### src/hw/int_sched_pkg.sv
`default_nettype none

package int_sched_pkg;

    // ************************************************************
    // Register map (byte addresses on the Avalon-MM slave)
    // ************************************************************
    localparam logic [4:0] DESC_CTRL_OFFSET = 5'h00;
    localparam logic [4:0] DESC_POLL_OFFSET = 5'h04;
    localparam logic [4:0] PROGRESS_OFFSET  = 5'h08;
    localparam logic [4:0] STATUS_OFFSET    = 5'h0C;
    localparam logic [4:0] MASK_OFFSET      = 5'h10;

    // ************************************************************
    // Descriptor control word fields
    // ************************************************************
    localparam int MULT_LSB   = 29;
    localparam int MULT_MSB   = 30;
    localparam int MAXPKT_LSB = 18;
    localparam int MAXPKT_MSB = 28;
    localparam int COUNT_LSB  = 3;
    localparam int COUNT_MSB  = 17;
    localparam int VALID_BIT  = 0;

    // ************************************************************
    // Polling word fields
    // ************************************************************
    localparam int INTERVAL_LSB = 3;
    localparam int INTERVAL_MSB = 7;
    localparam int SELMASK_LSB  = 8;
    localparam int SELMASK_MSB  = 15;

    // ************************************************************
    // Progress word and interrupt bits
    // ************************************************************
    localparam int BUSY_BIT    = 31;
    localparam int DONE_EVENT  = 0;
    localparam int ERROR_EVENT = 1;

    // ************************************************************
    // Reset values and unmapped read value
    // ************************************************************
    localparam logic [1:0]  MULT_RESET    = 2'h1;
    localparam logic [10:0] MAXPKT_RESET  = 11'h000;
    localparam logic [14:0] COUNT_RESET   = 15'h0000;
    localparam logic [4:0]  INTERVAL_RESET = 5'h00;
    localparam logic [7:0]  SELMASK_RESET = 8'hFF;
    localparam logic [1:0]  MASK_RESET    = 2'h0;
    localparam logic [31:0] UNMAPPED_READ = 32'h00000000;

    // ************************************************************
    // Sequencer states
    // ************************************************************
    typedef enum logic [3:0] {
        IDLE     = 4'h1,
        WAIT_UF  = 4'h2,
        ISSUE    = 4'h4,
        WAIT_PKT = 4'h8
    } seq_state_type;

endpackage

`default_nettype wire

### src/hw/poll_gate.sv
`timescale 1ns/1ps
`default_nettype none

module poll_gate (
    input  wire logic [2:0] uframe,
    input  wire logic [4:0] frame,
    input  wire logic [4:0] interval,
    input  wire logic [7:0] selMask,
    output logic            service
);

    // ************************************************************
    // Interval decode
    // ************************************************************
    // The highest set bit of the interval picks 2 to 32 ms; the bits below
    // it are the phase, so the mask is every bit up to that highest one.
    logic [4:0] phaseMask;

    always_comb begin
        phaseMask = interval | (interval >> 1) | (interval >> 2) | (interval >> 3) | (interval >> 4);

        service = selMask[uframe] && ((frame & phaseMask) == interval);
    end

endmodule

`default_nettype wire

### src/hw/hs_interrupt_descriptor_sched.sv
// Contract
// The packet multiplier gives how many packets may be issued to the endpoint in one serviced microframe.
// Software programs the multiplier to 01b normally, 10b or 11b if needed, and never 00b.
// Every packet issued is no longer than the maximum packet length.
// The fifteen-bit transfer byte count is the total payload of the descriptor.
// Software sets the valid bit to start, and the controller clears it at completion or on a fatal error.
// The endpoint is serviced only in microframes whose select-mask bit is set.
// A nonzero frame interval field selects 2, 4, 8, 16 or 32 ms with one serviced microframe per interval;
// the code services every microframe of the matching frame whose select-mask bit is set.
// The polling period is two to the b minus one microframes, with the interval field zero at 1 ms or less.
`timescale 1ns/1ps
`default_nettype none

module hs_interrupt_descriptor_sched (
    input  wire logic        ref_clk,
    input  wire logic        rst_n,
    input  wire logic [4:0]  avs_address,
    input  wire logic        avs_read,
    input  wire logic        avs_write,
    input  wire logic [31:0] avs_writedata,
    input  wire logic [3:0]  avs_byteenable,
    output logic [31:0]      avs_readdata,
    output logic             avs_waitrequest,
    input  wire logic        microframeTick,
    output logic             pktReq,
    output logic [10:0]      pktLen,
    input  wire logic        pktDone,
    input  wire logic [10:0] pktActual,
    input  wire logic        pktFatal,
    output logic             irq
);

    // ************************************************************
    // State
    // ************************************************************
    typedef struct packed {
        int_sched_pkg::seq_state_type seq;
        logic [1:0]  mult;
        logic [10:0] maxPkt;
        logic [14:0] total;
        logic        valid;
        logic [4:0]  interval;
        logic [7:0]  selMask;
        logic [14:0] remaining;
        logic [14:0] doneBytes;
        logic [1:0]  pktsLeft;
        logic [2:0]  uframe;
        logic [4:0]  frame;
        logic        tickSeen;
        logic [1:0]  status;
        logic [1:0]  mask;
        logic        irq;
        logic        waitReq;
        logic [31:0] readData;
        logic        pktReq;
        logic [10:0] pktLen;
    } regs_type;

    regs_type r;
    regs_type next_r;
    logic     service;

    function automatic logic [10:0] packet_length(input logic [10:0] maxPkt, input logic [14:0] remaining);
        packet_length = (remaining < {4'h0, maxPkt}) ? remaining[10:0] : maxPkt;
    endfunction

    poll_gate gate (
        .uframe   (r.uframe),
        .frame    (r.frame),
        .interval (r.interval),
        .selMask  (r.selMask),
        .service  (service)
    );

    // ************************************************************
    // Next-state logic
    // ************************************************************
    logic        accept;
    logic [1:0]  events;
    logic [10:0] got;
    logic [14:0] left;

    always_comb begin
        next_r = r;
        events = 2'h0;
        accept = (avs_read || avs_write) && r.waitReq;
        got    = (pktActual > r.pktLen) ? r.pktLen : pktActual;
        left   = r.remaining - {4'h0, got};

        next_r.tickSeen = microframeTick;
        if (microframeTick) begin
            next_r.uframe = r.uframe + 3'h1;
            if (r.uframe == 3'h7) begin
                next_r.frame = r.frame + 5'h01;
            end
        end

        unique case (r.seq)
            int_sched_pkg::IDLE: begin
                if (r.valid) begin
                    next_r.remaining = r.total;
                    next_r.doneBytes = 15'h0000;
                    next_r.seq       = int_sched_pkg::WAIT_UF;
                end
            end
            int_sched_pkg::WAIT_UF: begin
                if (r.remaining == 15'h0000) begin
                    next_r.valid  = 1'b0;
                    events[int_sched_pkg::DONE_EVENT] = 1'b1;
                    next_r.seq    = int_sched_pkg::IDLE;
                end else if (r.tickSeen && service) begin
                    // A multiplier of zero is undefined; one packet is the safe reading.
                    next_r.pktsLeft = (r.mult == 2'h0) ? 2'h1 : r.mult;
                    next_r.seq      = int_sched_pkg::ISSUE;
                end
            end
            int_sched_pkg::ISSUE: begin
                next_r.pktReq = 1'b1;
                next_r.pktLen = packet_length(r.maxPkt, r.remaining);
                next_r.seq    = int_sched_pkg::WAIT_PKT;
            end
            int_sched_pkg::WAIT_PKT: begin
                if (pktDone) begin
                    next_r.pktReq    = 1'b0;
                    next_r.doneBytes = r.doneBytes + {4'h0, got};
                    next_r.remaining = left;
                    next_r.pktsLeft  = r.pktsLeft - 2'h1;
                    if (pktFatal) begin
                        next_r.valid = 1'b0;
                        events[int_sched_pkg::ERROR_EVENT] = 1'b1;
                        next_r.seq   = int_sched_pkg::IDLE;
                    end else if (left == 15'h0000 || got < r.pktLen) begin
                        // A short packet ends the transfer as in any interrupt pipe.
                        next_r.valid = 1'b0;
                        events[int_sched_pkg::DONE_EVENT] = 1'b1;
                        next_r.seq   = int_sched_pkg::IDLE;
                    end else if (r.pktsLeft == 2'h1) begin
                        next_r.seq = int_sched_pkg::WAIT_UF;
                    end else begin
                        next_r.seq = int_sched_pkg::ISSUE;
                    end
                end
            end
        endcase

        // ************************************************************
        // Avalon-MM slave
        // ************************************************************
        // One wait cycle on every access keeps read data registered.
        next_r.waitReq = 1'b1;
        if (accept) begin
            next_r.waitReq  = 1'b0;
            next_r.readData = int_sched_pkg::UNMAPPED_READ;
            if (avs_read) begin
                unique case (avs_address)
                    int_sched_pkg::DESC_CTRL_OFFSET: begin
                        next_r.readData[int_sched_pkg::MULT_MSB:int_sched_pkg::MULT_LSB]     = r.mult;
                        next_r.readData[int_sched_pkg::MAXPKT_MSB:int_sched_pkg::MAXPKT_LSB] = r.maxPkt;
                        next_r.readData[int_sched_pkg::COUNT_MSB:int_sched_pkg::COUNT_LSB]   = r.total;
                        next_r.readData[int_sched_pkg::VALID_BIT]                            = r.valid;
                    end
                    int_sched_pkg::DESC_POLL_OFFSET: begin
                        next_r.readData[int_sched_pkg::INTERVAL_MSB:int_sched_pkg::INTERVAL_LSB] = r.interval;
                        next_r.readData[int_sched_pkg::SELMASK_MSB:int_sched_pkg::SELMASK_LSB]   = r.selMask;
                    end
                    int_sched_pkg::PROGRESS_OFFSET: begin
                        next_r.readData[14:0] = r.doneBytes;
                        next_r.readData[int_sched_pkg::BUSY_BIT] = (r.seq != int_sched_pkg::IDLE);
                    end
                    int_sched_pkg::STATUS_OFFSET: begin
                        next_r.readData[1:0] = r.status;
                        next_r.status        = 2'h0;
                    end
                    int_sched_pkg::MASK_OFFSET: begin
                        next_r.readData[1:0] = r.mask;
                    end
                    default: begin
                        next_r.readData = int_sched_pkg::UNMAPPED_READ;
                    end
                endcase
            end else begin
                unique case (avs_address)
                    int_sched_pkg::DESC_CTRL_OFFSET: begin
                        // The control word is frozen while the descriptor runs.
                        if (r.seq == int_sched_pkg::IDLE) begin
                            if (avs_byteenable[3]) begin
                                next_r.mult = avs_writedata[int_sched_pkg::MULT_MSB:int_sched_pkg::MULT_LSB];
                            end
                            if (avs_byteenable[3] && avs_byteenable[2]) begin
                                next_r.maxPkt = avs_writedata[int_sched_pkg::MAXPKT_MSB:int_sched_pkg::MAXPKT_LSB];
                            end
                            if (avs_byteenable[2] && avs_byteenable[1] && avs_byteenable[0]) begin
                                next_r.total = avs_writedata[int_sched_pkg::COUNT_MSB:int_sched_pkg::COUNT_LSB];
                            end
                            if (avs_byteenable[0]) begin
                                next_r.valid = avs_writedata[int_sched_pkg::VALID_BIT];
                            end
                        end
                    end
                    int_sched_pkg::DESC_POLL_OFFSET: begin
                        if (avs_byteenable[0]) begin
                            next_r.interval = avs_writedata[int_sched_pkg::INTERVAL_MSB:int_sched_pkg::INTERVAL_LSB];
                        end
                        if (avs_byteenable[1]) begin
                            next_r.selMask = avs_writedata[int_sched_pkg::SELMASK_MSB:int_sched_pkg::SELMASK_LSB];
                        end
                    end
                    int_sched_pkg::MASK_OFFSET: begin
                        if (avs_byteenable[0]) begin
                            next_r.mask = avs_writedata[1:0];
                        end
                    end
                    default: begin
                        next_r.mask = r.mask;
                    end
                endcase
            end
        end

        // A new event outranks a clearing read in the same cycle.
        next_r.status = next_r.status | events;
        next_r.irq    = |(next_r.status & next_r.mask);
    end

    // ************************************************************
    // Registers
    // ************************************************************
    always_ff @(posedge ref_clk or negedge rst_n) begin
        if (!rst_n) begin
            r          <= '0;
            r.seq      <= int_sched_pkg::IDLE;
            r.mult     <= int_sched_pkg::MULT_RESET;
            r.maxPkt   <= int_sched_pkg::MAXPKT_RESET;
            r.total    <= int_sched_pkg::COUNT_RESET;
            r.interval <= int_sched_pkg::INTERVAL_RESET;
            r.selMask  <= int_sched_pkg::SELMASK_RESET;
            r.mask     <= int_sched_pkg::MASK_RESET;
            r.waitReq  <= 1'b1;
        end else begin
            r <= next_r;
        end
    end

    assign avs_readdata    = r.readData;
    assign avs_waitrequest = r.waitReq;
    assign pktReq          = r.pktReq;
    assign pktLen          = r.pktLen;
    assign irq             = r.irq;
endmodule

`default_nettype wire

### config.mk
export PLATFORM = sky130hd
export DESIGN_NAME = hs_interrupt_descriptor_sched
export DESIGN_NICKNAME = d
export VERILOG_FILES = /design/src/hw/int_sched_pkg.sv /design/src/hw/poll_gate.sv /design/src/hw/hs_interrupt_descriptor_sched.sv
export SDC_FILE = /design/constraint.sdc
export NUM_CORES = 1
export LEC_CHECK = 0
export ABC_AREA = 0
export BUFFER_PORTS_ARGS = -buffer_cell sky130_fd_sc_hd__buf_2
export CAP_MARGIN = 20
export CORE_MARGIN = 3
export CORE_UTILIZATION = 30
export DETAILED_ROUTE_END_ITERATION = 8
export PLACE_DENSITY = 0.46
export SYNTH_ARGS = -nofsm -noshare
export SYNTH_HDL_FRONTEND = slang
export SYNTH_HIERARCHICAL = 1
export SYNTH_SLANG_ARGS = --single-unit
### constraint.sdc
create_clock -name ref_clk -period 12.9 [get_ports ref_clk]
set_input_delay 1.935 -clock ref_clk [delete_from_list [all_inputs] [get_ports ref_clk]]
set_output_delay 1.935 -clock ref_clk [all_outputs]
set_load 0.1 [all_outputs]
Yosys cells after proc, flatten, opt, wreduce, memory -nomap -nowiden
Cells that the tools add are included.

operators by class
  $lt $le $gt $ge = 4
  multiplexer cells = 56
  reduce and logical (&&, ||, !) cells = 26
  $add $sub $neg = 5
  equality and inequality tests = 17
  divide/modulo/power cells = 0
  $mul = 0
  bitwise gates (word level) = 8
  shift-type cells = 0

operator list
  cell                                                              count
  32-bit 2-to-1 mux                                                 2
  30-bit one-hot mux with 2 select lines                            1
  12-bit one-hot mux with 3 select lines                            1
  33-bit 2-to-1 mux                                                 1
  15-bit zero test                                                  2
  30-bit 2-to-1 mux                                                 1
  14-bit 2-to-1 mux                                                 2
  4-bit 2-to-1 mux                                                  7
  11-bit 2-to-1 mux                                                 2
  2-bit 2-to-1 mux                                                  9
  1-bit 2-to-1 mux                                                  16
  4-bit one-hot mux with 4 select lines                             1
  15-bit by 11-bit adder with 15-bit output                         1
  15-bit by 11-bit < comparator with 1-bit output                   1
  15-bit 2-to-1 mux                                                 1
  5-bit AND reduction                                               3
  15-bit by 11-bit subtractor with 15-bit output                    1
  13-bit 2-to-1 mux                                                 1
  4-bit AND reduction                                               3
  11-bit greater-than comparator                                    1
  11-bit < comparator                                               1
  5-bit by 4-bit == test with 1-bit output (second input constant)  2
  8-bit 2-to-1 mux                                                  1
  2-bit != test (second input constant)                             4
  other kinds (38)                                                  51

word-level totals
  memories = 0
  logic and storage cells = 136
  memory bits (writable) = 0
  bits of input ports = 59
  latch bits = 0
  memory bits (read-only) = 0
  register bits = 137

Logic depth before layout (Yosys ltp)
  word-level depth = 14
  mapped depth = 21

Cells and area by module
Netlist, hierarchy kept.

by module, submodules not included
  module                         cells each  seq. area each (µm²)  area an instance (µm²)  instances
  hs_interrupt_descriptor_sched  795         3,442.1               8,130.3                 1
  poll_gate                      17          0.0                   147.6                   1

Worst setup path before layout
No wires, ideal clock.

  kind = input port to flip-flop
  start point = in pktActual[9]
  end point = reg r (netlist bit irq)
  buffers on the path = 1
  arrival = 6,268 ps
  slack = 6,511 ps
  stages = 18
  library setup time = 121 ps
  cell sequence = ha_1 nand4_1 a211oi_1 a211oi_1 a41oi_1 clkbuf_1 mux2_1 inv_1 ha_1 nor2b_1 o31a_1 o31a_1 a221o_1 a2111oi_4 xor2_1 o41ai_1 a221o_1 a22o_1

RTL lines
  item                  RTL line                              RTL
  from (decl)           hs_interrupt_descriptor_sched.sv:28   input wire logic [10:0] pktActual,
  to (signal assigned)  hs_interrupt_descriptor_sched.sv:240  r <= next_r;
  to (decl)             hs_interrupt_descriptor_sched.sv:59   regs_type r;

Worst setup path in the final report
  start point = in pktActual[8]
  end point = reg r[133] in the netlist's numbering

on the way
  word-level cells in the longest chain between the ends = 9
  elaborated cells between the ends (all ways) = 10

RTL lines
  item                                            RTL line                              RTL
  11-bit greater-than comparator                  hs_interrupt_descriptor_sched.sv:87   got = (pktActual > r.pktLen) ? r.pktLen : pktActual;
  11-bit 2-to-1 mux (*)                           hs_interrupt_descriptor_sched.sv:87
  15-bit by 11-bit subtractor with 15-bit output  hs_interrupt_descriptor_sched.sv:88   left = r.remaining - {4'h0, got};
  15-bit zero test                                hs_interrupt_descriptor_sched.sv:132  end else if (left == 15'h0000 || got < r.pktLen) begin
  1-bit logical OR (*)                            hs_interrupt_descriptor_sched.sv:132
  4-bit 2-to-1 mux (*)                            hs_interrupt_descriptor_sched.sv:132
  4-bit 2-to-1 mux (*)                            hs_interrupt_descriptor_sched.sv:128  if (pktFatal) begin
  4-bit 2-to-1 mux (*)                            hs_interrupt_descriptor_sched.sv:123  if (pktDone) begin
  4-bit one-hot mux with 4 select lines (*)       hs_interrupt_descriptor_sched.sv:98   unique case (r.seq)

Every way passes the cells marked *; elsewhere a longest branch is shown, timed or not. The select of a mux whose other input is x is not followed.
A chain may end at the register's enable or synchronous reset.

==> flow_summary.ini <==
[outcome]
status = complete, no violations

[setup_path]
cp.arrival_ps = 6990
critical_path.slowest_cell = o41ai_1
cp_max_fo = 12
r2r-end = r[133]
worstPathRequired_ps = 13260
worst_path_largest_cell_delay_ps = 740
worstPathCellList = buf_2 -> ha_1 -> a211oi_1 -> o21bai_1 -> a211oi_1 -> a41oi_1 -> buf_4 -> mux2_1 -> inv_1 -> ha_1 -> nor2b_1 -> o31a_1 -> o31a_1 -> a221o_1 -> a2111oi_4 -> xor2_1 -> o41ai_1 -> or3_4 -> a32o_1
cp-startpoint = pktActual[8]
startpoint_type = input pin
r2r-start = pktLen[8]
crit_end = r[133]
r2r_cells = 19
worstSetupPathType = input pin to register
end_kind = register
regToRegSetupSlack_ps = 7330

[drt]
drtAntennaViolNets = 0
drt_iter0_markers = 418
viasPerCell = 5.15
wl_per_cell_um = 18.9
vias = 6330
drc = 0
drt-pass1-iter-count = 4
finalWirelength_mm = 23.3

[timing]
fin_setup_tns_ps = 0
max_freq_mhz = 151
slew_viol_final = 0
finalCritPeriodShare_pct = 51.4
period_needed_ps = 6630
worstMarginPinSlew_ps = 935
final-setup-viol-count = 0
setup_slack_ps = 6270
worst_slew_margin_rel_pct = 37.7
rsz0062_at_grt = no
fin_worst_skew_ps = 15.6
hold_viol_final = 0

[floorplan]
io_pins = 105
core_region_area_um2 = 27000
initial_core_util_pct = 30.6
die_x_um = 172
rows = 60
dieHeight_um = 172
die_area_um2 = 29600

[clock_tree]
path_clk_slew_ps = 70
clk-insertion-delay-late_ps = 430
htree_levels = 4
cts_tree = yes
cts_root_buf = clkbuf_16
cts_inserted_buffers = 17
hold_buffers = 0
post-cts-setup-buffer-count = 0
cts.path.max_buffers = 2
cts_resized = 0
clock-sinks = 137

[power]
ir_drop_v = 0.000133
power.share.sequential_pct = 28.8
sw_frac_of_total_pct = 46.5
p_clk_share_pct = 22.2
internal_power_w = 0.00119
p_leak_nw = 4.49
comb_power_share_pct = 49.0
pwr_density_cell_nw_per_um2 = 233
power.switching_w = 0.00103

[yosys]
yosysWarnings = 6
syn-cell-area_um2 = 8280
synth_seq_cells = 137
ys_seq_area_share_pct = 41.6
synth.most_common_cell = dfrtp_1
yosys.area.top_type = dfrtp_1
synth_cell_types = 69
yosys-top-cells-count = dfrtp_1, nand2_1, ha_1
synth_edf_count = 0
synth_area_leaders = dfrtp_1, ha_1, mux2_1
synthArstFlopShare_pct = 100
synth_ff_type = dfrtp_1
synthCells = 812
syn_nets = 930
synth_area_per_cell_um2 = 10.2
synth_top_area_share_pct = 38.1

[placement]
port_buffers = 102
gp_congestion = 0.822
hpwlAfterDp_mm = 17.5
pre_cts_ws_ps = 5900

[global_routing]
grt_pass1_wl_mm = 36.1
grt_max_degree = 72
grt_use_total_pct = 15.9
grt-ovfl-total = 0
grt_pass1_vias = 6241
grt_antenna_before_repair = 0

[cells_and_area]
syn2layout_area_growth_pct = 15.2
n_antenna_cell = 0
nets = 994
drive_above_1_share_pct = 19.7

[worst_hold_path]
holdCritStartpoint = r[55]
hold_path_depth = 1
min_path_type = register to register

[flow_run]
drv_cap = 0
-- layout make-up --
| class | instances | area [um^2] |
|---|---|---|
| multi-input combinational | 555 | 4270 |
| tap | 341 | 427 |
| clock buffer | 17 | 425 |
| clock inverter | 15 | 175 |
| inverter | 50 | 188 |
| fill | 2807 | 17500 |
| sequential | 137 | 3440 |
| timing repair buffer | 115 | 614 |
-- registers in the layout (all words and copies together), names as in the netlist --
| signal | count |
|---|---|
| avs_readdata | 32 |
| avs_waitrequest | 1 |
| irq | 1 |
| pktLen | 11 |
| pktReq | 1 |
| r | 91 |
-- through the flow --
step | hold WS [ps] | total power, W | utilization [%] | instance area, um^2 | std cells
floorplan | 439 | 0.00148 | - | 8280 | 812
global placement | 462 | 0.00174 | 33.1 | 8940 | 1198
detailed placement | 460 | 0.00174 | 33.1 | 8940 | 1198
CTS | 470 | 0.00224 | 35.3 | 9540 | 1230
global route | 500 | 0.00239 | 35.3 | 9540 | 1230
finish | 468 | 0.00222 | 35.3 | 9540 | 1230
-- cells in the final DEF, fill, tap and decap left out, types with 15 or more instances in the layout --
cell type and n:
dfrtp_1 126, buf_2 101, nand2_1 63, ha_1 57, mux2_1 51, inv_1 47
a21oi_1 44, o21ai_1 39, nor2_1 36, a22o_1 32, a22oi_1 22, clkbuf_16 17
a21o_1 15, xor2_1 15, mux2i_1 15
-- routing by layer --
| metal | share of wire (%) | GRT usage (%) | wire, um | up-vias |
|---|---|---|---|---|
| li1 | - | - | - | 3069 |
| met1 | 49 | 22.0 | 11300 | 3135 |
| met2 | 47 | 25.9 | 10900 | 109 |
| met3 | 3.0 | 2.63 | 686 | 17 |
| met4 | 1.4 | 4.41 | 322 | 0 |
| met5 | 0 | 0 | 0 | - |
-- worst min path at each step --
stage | endpoint | slack [ps]
2_1_floorplan | r[55] | 440
4_1_cts | r[55] | 470
3_3_place_gp | r[55] | 460
6_report | r[55] | 470
5_1_grt | avs_readdata[15] | 500
3_5_place_dp | r[55] | 460
-- cell families (layout without fill, tap and decap cells) --
| kind of cell | after synthesis | count (layout) | synth area share (%) |
|---|---|---|---|
| adder cells (fa/ha/maj) | 59 | 59 | 9.10 |
| buffers and inverters | 120 | 197 | 7.42 |
| multiplexers | 73 | 73 | 10.1 |
| flip-flops | 137 | 137 | 41.6 |
| XOR/XNOR | 23 | 23 | 2.43 |
| AO/OA/AOI/OAI | 223 | 223 | 18.8 |
| AND/OR/NAND/NOR | 177 | 177 | 10.6 |
-- worst max-delay path, delay by kind of cell --
family / cells / cell delay (ps)
AOI/OAI and AO/OA: 10 / 3030
xor gates and xnor gates: 1 / 140
adders and majority gates: 2 / 530
buffers and inverters: 3 / 500
muxes: 1 / 410
and+or+nand+nor: 2 / 430
-- power groups by stage --
| stage | Sequential (W) | Combinational, W | Clock, W |
|---|---|---|---|
| after global placement | 0.000652 | 0.00108 | 0 |
| after global routing | 0.000655 | 0.00121 | 0.000524 |
| after CTS | 0.000644 | 0.00109 | 0.000506 |
| after detailed placement | 0.000651 | 0.00109 | 0 |
| after floorplan | 0.000604 | 0.000877 | 0 |
| final | 0.000641 | 0.00109 | 0.000492 |
No activity file was read; power rests on OpenSTA's default activity.
